$ cat config.mk
export PLATFORM = sky130hd
export DESIGN_NAME = rfstq_regs
export DESIGN_NICKNAME = d
export VERILOG_FILES = /design/src/hdl/rfstq_pkg.sv /design/src/hdl/rfstq_regs.sv /design/src/hdl/rfstq_status_latch.sv
export SDC_FILE = /design/constraint.sdc
export NUM_CORES = 1
export LEC_CHECK = 0
export BUFFER_PORTS_ARGS = -buffer_cell sky130_fd_sc_hd__buf_2
export CAP_MARGIN = 0
export CORE_UTILIZATION = 41
export DETAILED_ROUTE_END_ITERATION = 10
export PLACE_DENSITY = 0.77
export SYNTH_ARGS = -nofsm -noshare
export SYNTH_HDL_FRONTEND = slang
export SYNTH_SLANG_ARGS = --single-unit
$ cat constraint.sdc
create_clock -name i_clk_sys -period 1.7 [get_ports i_clk_sys]
set_input_delay 0.17 -clock i_clk_sys [delete_from_list [all_inputs] [get_ports i_clk_sys]]
set_output_delay 0.17 -clock i_clk_sys [all_outputs]
set_load 0.01 [all_outputs]
$ cat src/hdl/rfstq_pkg.sv
package rfstq_pkg;

  // ---------------------------------------------------------------
  // register offsets
  // ---------------------------------------------------------------
  localparam logic [7:0]  RX_HEAD_FRAME_STATUS_OFS = 8'h7c;
  localparam logic [7:0]  RX_HEAD_FRAME_LENGTH_OFS = 8'h7e;
  localparam logic [7:0]  TX_QUEUE_COMMAND_OFS     = 8'h80;

  // ---------------------------------------------------------------
  // status field positions
  // ---------------------------------------------------------------
  localparam int FRAME_VALID_BIT   = 15;
  localparam int ICMP_CSUM_BIT     = 13;
  localparam int IP_CSUM_BIT       = 12;
  localparam int TCP_CSUM_BIT      = 11;
  localparam int UDP_CSUM_BIT      = 10;
  localparam int BROADCAST_BIT     = 7;
  localparam int MULTICAST_BIT     = 6;
  localparam int UNICAST_BIT       = 5;
  localparam int MEDIA_ERR_BIT     = 4;
  localparam int FRAME_TYPE_BIT    = 3;
  localparam int TOO_LONG_BIT      = 2;
  localparam int RUNT_BIT          = 1;
  localparam int CRC_ERR_BIT       = 0;

  // ---------------------------------------------------------------
  // command field positions and widths
  // ---------------------------------------------------------------
  localparam int TX_MEM_MONITOR_BIT = 1;
  localparam int MANUAL_ENQUEUE_BIT = 0;
  localparam int BYTE_COUNT_W       = 12;
  localparam int TX_FREE_W          = 13;
  localparam int ISR_MEM_AVAIL_BIT  = 6;

  // ---------------------------------------------------------------
  // reset values and limits
  // ---------------------------------------------------------------
  localparam logic [15:0] STATUS_RST       = 16'h0000;
  localparam logic [15:0] CMD_RST          = 16'h0000;
  localparam logic [15:0] ETHERTYPE_MIN    = 16'h05dc;
  localparam logic [11:0] TOO_LONG_BYTES   = 12'h7d0;

  typedef enum logic [1:0] {
    RFSTQ_TX_IDLE = 2'b00,
    RFSTQ_TX_BUSY = 2'b01
  } rfstq_tx_state_type;

endpackage

$ cat src/hdl/rfstq_regs.sv
`timescale 1ns/100ps
module rfstq_regs (
  input  wire logic        i_clk_sys,
  input  wire logic        i_rst_n,
  input  wire logic        i_ce,
  // register port
  input  wire logic [7:0]  i_reg_addr,
  input  wire logic        i_reg_wr,
  input  wire logic        i_reg_rd,
  input  wire logic [15:0] i_reg_wdata,
  output logic      [15:0] o_reg_rdata,
  output logic             o_reg_ack,
  // receive side: frame end report
  input  wire logic        i_rx_frame_done,
  input  wire logic        i_rx_receiving,
  input  wire logic [11:0] i_rx_length,
  input  wire logic [15:0] i_rx_type_len,
  input  wire logic [47:0] i_rx_dest_addr,
  input  wire logic        i_rx_icmp_bad,
  input  wire logic        i_rx_ip_bad,
  input  wire logic        i_rx_tcp_bad,
  input  wire logic        i_rx_udp_bad,
  input  wire logic        i_rx_symbol_err,
  input  wire logic        i_rx_runt,
  input  wire logic        i_rx_crc_err,
  input  wire logic        i_pass_bad_frame,
  input  wire logic        i_rx_head_pop,
  input  wire logic        i_rx_queue_empty,
  output logic             o_rx_frame_accept,
  output logic             o_rx_frame_drop,
  // transmit side
  input  wire logic [12:0] i_tx_free_bytes,
  input  wire logic [12:0] i_next_tx_frame_size,
  input  wire logic        i_tx_frame_done,
  output logic             o_tx_enqueue,
  output logic             o_isr_mem_avail_set
);

  typedef struct packed {
    logic [15:0]                     cmd;
    logic                            mem_armed;
    rfstq_pkg::rfstq_tx_state_type   tx_state;
    logic [15:0]                     rdata;
    logic                            ack;
    logic                            isr_set;
    logic                            enq_pulse;
  } rfstq_regs_type;

  rfstq_regs_type state_reg;
  rfstq_regs_type state_next;

  logic [15:0] new_status;
  logic        bad_frame;
  logic        accept;
  logic        head_load;
  logic        head_clear;
  logic [15:0] head_status;
  logic [11:0] head_count;
  logic        is_bcast;
  logic        is_mcast;
  logic        too_long;

  // ---------------------------------------------------------------
  // receive status build
  // ---------------------------------------------------------------
  always_comb begin
    is_bcast   = (i_rx_dest_addr == 48'hffff_ffff_ffff);
    is_mcast   = i_rx_dest_addr[40];
    too_long   = (i_rx_length > rfstq_pkg::TOO_LONG_BYTES);
    new_status = rfstq_pkg::STATUS_RST;
    new_status[rfstq_pkg::FRAME_VALID_BIT] = 1'b1;
    new_status[rfstq_pkg::ICMP_CSUM_BIT]   = i_rx_icmp_bad;
    new_status[rfstq_pkg::IP_CSUM_BIT]     = i_rx_ip_bad;
    new_status[rfstq_pkg::TCP_CSUM_BIT]    = i_rx_tcp_bad;
    new_status[rfstq_pkg::UDP_CSUM_BIT]    = i_rx_udp_bad;
    new_status[rfstq_pkg::BROADCAST_BIT]   = is_bcast;
    new_status[rfstq_pkg::MULTICAST_BIT]   = is_mcast;
    new_status[rfstq_pkg::UNICAST_BIT]     = !is_mcast;
    new_status[rfstq_pkg::MEDIA_ERR_BIT]   = i_rx_symbol_err;
    new_status[rfstq_pkg::FRAME_TYPE_BIT]  =
      (i_rx_type_len > rfstq_pkg::ETHERTYPE_MIN);
    new_status[rfstq_pkg::TOO_LONG_BIT]    = too_long;
    new_status[rfstq_pkg::RUNT_BIT]        = i_rx_runt;
    new_status[rfstq_pkg::CRC_ERR_BIT]     = i_rx_crc_err;
    bad_frame  = too_long || i_rx_runt || i_rx_crc_err;
    accept     = i_rx_frame_done && (!bad_frame || i_pass_bad_frame);
  end

  // head latch loads the accepted frame when the queue held none or its head is popped in the same cycle
  assign head_load  = accept && (i_rx_queue_empty || i_rx_head_pop);
  assign head_clear = i_rx_head_pop || i_rx_receiving;

  rfstq_status_latch u_head (
    .i_clk_sys (i_clk_sys),
    .i_rst_n   (i_rst_n),
    .i_ce      (i_ce),
    .i_load    (head_load),
    .i_clear   (head_clear),
    .i_status  (new_status),
    .i_count   (i_rx_length),
    .o_status  (head_status),
    .o_count   (head_count)
  );

  assign o_rx_frame_accept = accept;
  assign o_rx_frame_drop   = i_rx_frame_done && !accept;

  // ---------------------------------------------------------------
  // register access and transmit command
  // ---------------------------------------------------------------
  always_comb begin
    state_next           = state_reg;
    state_next.ack       = 1'b0;
    state_next.isr_set   = 1'b0;
    state_next.enq_pulse = 1'b0;

    // reads are non-destructive, repeatable per frame
    if (i_reg_rd) begin
      state_next.ack = 1'b1;
      if (i_reg_addr == rfstq_pkg::RX_HEAD_FRAME_STATUS_OFS) begin
        state_next.rdata = head_status;
      end else if (i_reg_addr == rfstq_pkg::RX_HEAD_FRAME_LENGTH_OFS) begin
        state_next.rdata = {4'h0, head_count};
      end else if (i_reg_addr == rfstq_pkg::TX_QUEUE_COMMAND_OFS) begin
        state_next.rdata = state_reg.cmd;
      end else begin
        state_next.rdata = 16'h0000;
      end
    end

    // transmit completion self-clears both command bits
    if (i_tx_frame_done && state_reg.tx_state == rfstq_pkg::RFSTQ_TX_BUSY) begin
      state_next.cmd[rfstq_pkg::MANUAL_ENQUEUE_BIT] = 1'b0;
      state_next.cmd[rfstq_pkg::TX_MEM_MONITOR_BIT] = 1'b0;
      state_next.tx_state = rfstq_pkg::RFSTQ_TX_IDLE;
    end

    // space watch, one isr event per arming; a new arming below wins
    if (state_reg.mem_armed && i_tx_free_bytes >= i_next_tx_frame_size) begin
      state_next.isr_set   = 1'b1;
      state_next.mem_armed = 1'b0;
    end

    if (i_reg_wr && i_reg_addr == rfstq_pkg::TX_QUEUE_COMMAND_OFS) begin
      state_next.ack = 1'b1;
      state_next.cmd[15:2] = i_reg_wdata[15:2];
      if (i_reg_wdata[rfstq_pkg::TX_MEM_MONITOR_BIT]) begin
        state_next.cmd[rfstq_pkg::TX_MEM_MONITOR_BIT] = 1'b1;
        state_next.mem_armed = 1'b1;
      end
      if (i_reg_wdata[rfstq_pkg::MANUAL_ENQUEUE_BIT] &&
          state_reg.tx_state == rfstq_pkg::RFSTQ_TX_IDLE) begin
        state_next.cmd[rfstq_pkg::MANUAL_ENQUEUE_BIT] = 1'b1;
        state_next.enq_pulse = 1'b1;
        state_next.tx_state  = rfstq_pkg::RFSTQ_TX_BUSY;
      end
    end else if (i_reg_wr) begin
      state_next.ack = 1'b1;
    end
  end

  always_ff @(posedge i_clk_sys) begin
    if (!i_rst_n) begin
      state_reg.cmd       <= rfstq_pkg::CMD_RST;
      state_reg.mem_armed <= 1'b0;
      state_reg.tx_state  <= rfstq_pkg::RFSTQ_TX_IDLE;
      state_reg.rdata     <= 16'h0000;
      state_reg.ack       <= 1'b0;
      state_reg.isr_set   <= 1'b0;
      state_reg.enq_pulse <= 1'b0;
    end else if (i_ce) begin
      state_reg <= state_next;
    end
  end

  assign o_reg_rdata         = state_reg.rdata;
  assign o_reg_ack           = state_reg.ack;
  assign o_tx_enqueue        = state_reg.enq_pulse;
  assign o_isr_mem_avail_set = state_reg.isr_set;

endmodule // rfstq_regs

$ cat src/hdl/rfstq_status_latch.sv
`timescale 1ns/100ps
module rfstq_status_latch (
  input  wire logic        i_clk_sys,
  input  wire logic        i_rst_n,
  input  wire logic        i_ce,
  input  wire logic        i_load,
  input  wire logic        i_clear,
  input  wire logic [15:0] i_status,
  input  wire logic [11:0] i_count,
  output logic      [15:0] o_status,
  output logic      [11:0] o_count
);

  typedef struct packed {
    logic [15:0] status;
    logic [11:0] count;
  } rfstq_latch_type;

  rfstq_latch_type state_reg;
  rfstq_latch_type state_next;

  // ---------------------------------------------------------------
  // head frame hold
  // ---------------------------------------------------------------
  always_comb begin
    state_next = state_reg;
    if (i_load) begin
      state_next.status = i_status;
      state_next.count  = i_count;
    end else if (i_clear) begin
      state_next.status = rfstq_pkg::STATUS_RST;
      state_next.count  = '0;
    end
  end

  always_ff @(posedge i_clk_sys) begin
    if (!i_rst_n) begin
      state_reg <= '0;
    end else if (i_ce) begin
      state_reg <= state_next;
    end
  end

  assign o_status = state_reg.status;
  assign o_count  = state_reg.count;

endmodule // rfstq_status_latch

==> metrics.md <==
| Metric | Value |
|---|---|
| Num ports | `165` |
| Die Y-Extent | `88.3 um` |
| Endpoint class of the critical path | `output port` |
| Fmax | `601 MHz` |
| Root buf cell | `clkbuf_8` |
| Cell row count | `31` |
| Ys flop type | `dfxtp_1` |
| Leak pwr | `1.99 nW` |
| Combinational power share | `0.143` |
| CP dominant cell by count | `buf_2` |
| Crit-path cells | `buf_2 -> or4b_4 -> nor3_4 -> o311a_4 -> nor2_2 -> and2_1 -> buf_2` |
| Yosys warning total | `0` |
| Initial antenna violation count | `1` |
| R2R depth | `2` |
| P_sw | `794 uW` |
| Critical Path AT | `1.49 ns` |
| Later-pin clock latency in the skew report | `~0.33 ns` |
| Starting density of the core | `0.424` |
| Slew headroom | `0.615` |
| Slew Limit Fails | `0` |
| Die width | `88.3 um` |
| Hold Path Class | `in2reg` |
| # fillers | `between 600 and 700` |
| Synth Area per Inst | `8.94 sq um` |
| Pin count of the biggest net entering global routing | `18` |
| WL final | `9.17 mm` |
| Clk pwr share | `0.391` |
| DR vias | `~3300` |
| Sequential area share after synthesis | `0.413` |
| Syn Inst Count | `342` |
| Yosys cell types | `51` |
| Worst-path fanout max | `2` |
| Endpoints failing setup | `0` |
| WP data required | `1.53 ns` |
| Tot Pwr | `3.29 mW` |
| Core area | `7210 sq um` |
| VDD IR max | `0.000361 V` |
| Slew @ Worst Pin | `roughly 0.58 ns` |
| First-pass GRT wire length | `13.9 mm` |
| Type of origin of the critical path | `input pin` |
| Setup CP Type | `in2out` |
| Sink Count | `63` |
| Vias per cell | `5.30` |
| Hpwl dp | `7.11 mm` |
| Post-Route Skew | `about 0.0055 ns` |
| Critical path's slowest cell | `or4b_4` |
| Most common cell in the netlist | `dfxtp_1` |
| RSZ-0062 raised after global routing | `true` |
| Layout Cells excl Fill | `614` |
| Netlist Area Pre-Place | `3060 sq um` |
| DR pass1 iterations | `5` |
| Hold path cells | `2` |
| Post-synth EDFFs | `0` |
| TNS Setup | `0 ns` |
| Max cap viols | `0` |
| Syn-to-layout area delta | `39.1%` |
| Final Hold Vio Count | `0` |
| Period utilisation layout | `0.978` |
| Remaining global-route overflow | `0` |
| Pint | `2.50 mW` |
| Synth cell count leaders | `dfxtp_1 (63), nand2_1 (46), a21oi_1 (34)` |
| Pwr dens | `774 nW/um^2` |
| Die Area | `between 7000 and 8000 sq um` |
| Initial detailed-routing violation count | `189` |
| Avg WL per Cell | `14.9 um` |
| Global Route Usage Sum | `0.239` |
| Post-layout nets | `667` |
| Layout cell share with drive strength beyond 1 | `0.428` |
| CTS tree | `yes` |
| Post-route ant nets | `0` |
| Num CTS Buffers | `9` |
| H-tree levels | `3` |
| Port Buffer Count | `between 150 and 200` |
| CP peak stage delay | `0.54 ns` |
| Switching Fraction | `0.241` |
| Post-layout min period | `1.66 ns` |
| Status | `finished, final reports clean` |
| Top cells by area, synth | `dfxtp_1 (41%), a22o_1 (5.7%), nand2_1 (5.6%)` |
| Yosys top cell by area | `dfxtp_1` |
| Longest Clk Path Bufs | `2` |
| Final Wtd Congestion | `0.896` |
| Ys async rst share | `0` |
| Vias in the first global route | `3041` |
| Seq cells post-synth | `63` |
| Syn_nets | `499` |
| Max FFs per register | `19` |
| Placed cells | `595` |
| Clock-pin slew on the worst setup and hold paths | `0.07 ns` |
| Post-route DRC | `0` |
| Flop pwr share | `0.466` |
| Post-synth top area share | `0.413` |
==> critical path, delay by kind of cell <==
kind | cells | cell delay (ns)
simple gates | 4 | 0.89
buf+inv | 2 | 0.24
compound gates | 1 | 0.20
==> cell families (layout without fill, tap and decap cells) <==
family	after synthesis	after routing	share of synthesized area
flip-flops	63	63	0.413
AO/OA/AOI/OAI	109	110	0.260
adder cells (fa/ha/maj)	13	13	0.0532
other	0	1	0
AND/OR/NAND/NOR	106	106	0.180
buffers and inverters	51	222	0.0946
==> placed cells by master (no fill, tap or decap), types with 13 or more instances in the layout <==
master    count
buf_4        23
inv_1        16
a21oi_1      34
buf_2       164
o21ai_0      16
ha_1         13
a22o_1       20
dfxtp_1      63
nand2_1      46
a221oi_1     15
==> repair_timing <==
action / 4_1_cts / 5_1_grt
hold buffers: 0 / 0
pin swaps: 4 / 1
cloned: 1 / 0
setup buffers: 2 / 0
gates resized for setup: 3 / 1
setup endpoints to repair: 2 / 13
==> final cells by class <==
cell class / count / area, sq um / share of cell area
Sequential cell: 63 / 1260 / 0.297
Multi-Input combinational cell: 229 / 1550 / 0.365
Tap cell: 99 / 124 / 0.0291
Clock inverter: 4 / 45.0 / 0.0106
Timing Repair Buffer: 190 / 1050 / 0.248
Antenna cell: 1 / 2.50 / 0.000588
Clock buffer: 11 / 151 / 0.0356
Inverter: 17 / 63.8 / 0.0150
==> power groups by stage <==
stage	clock network, mW	logic (mW)	registers (mW)
floorplan	0	0.210	1.56
global placement	0	0.443	1.57
detailed placement	0	0.457	1.57
CTS	1.30	0.470	1.53
global route	1.37	0.520	1.54
finish	1.29	0.472	1.53
==> path summary, 6_finish.rpt <==
check / start / endpoint / slack (ns)
max: i_rx_length[1] / o_rx_frame_drop / 0.04
min: i_rx_symbol_err / u_head.o_status[4]$_SDFFE_PN0P_ / 0.06
max reg2reg: state_reg[19]$_SDFFE_PN0P_ / state_reg[19]$_SDFFE_PN0P_ / 0.58
min reg2reg: state_reg[36]$_SDFFE_PN0P_ / state_reg[36]$_SDFFE_PN0P_ / 0.46
==> metal layers <==
metal | up-vias | part of all wire | track usage
met5 | - | 0 | 0
met1 | 1503 | 0.38 | 0.259
met3 | 12 | 0.080 | 0.0541
li1 | 1592 | - | -
met2 | 150 | 0.52 | 0.443
met4 | 0 | 0.018 | 0.107
==> stage by stage <==
step / setup slack, ns / cell area (sq um) / util / hold WS, ns
after floorplan: 0.0357 / 3060 / - / 0.295
after global placement: -0.275 / 4010 / 0.555 / 0.398
after detailed placement: -0.311 / 4010 / 0.555 / 0.398
after CTS: -0.0168 / 4240 / 0.588 / 0.0471
after global routing: -0.0179 / 4250 / 0.589 / 0.0424
final: 0.0367 / 4250 / 0.589 / 0.0556
Note: power is estimated with default switching activity, not from simulation.
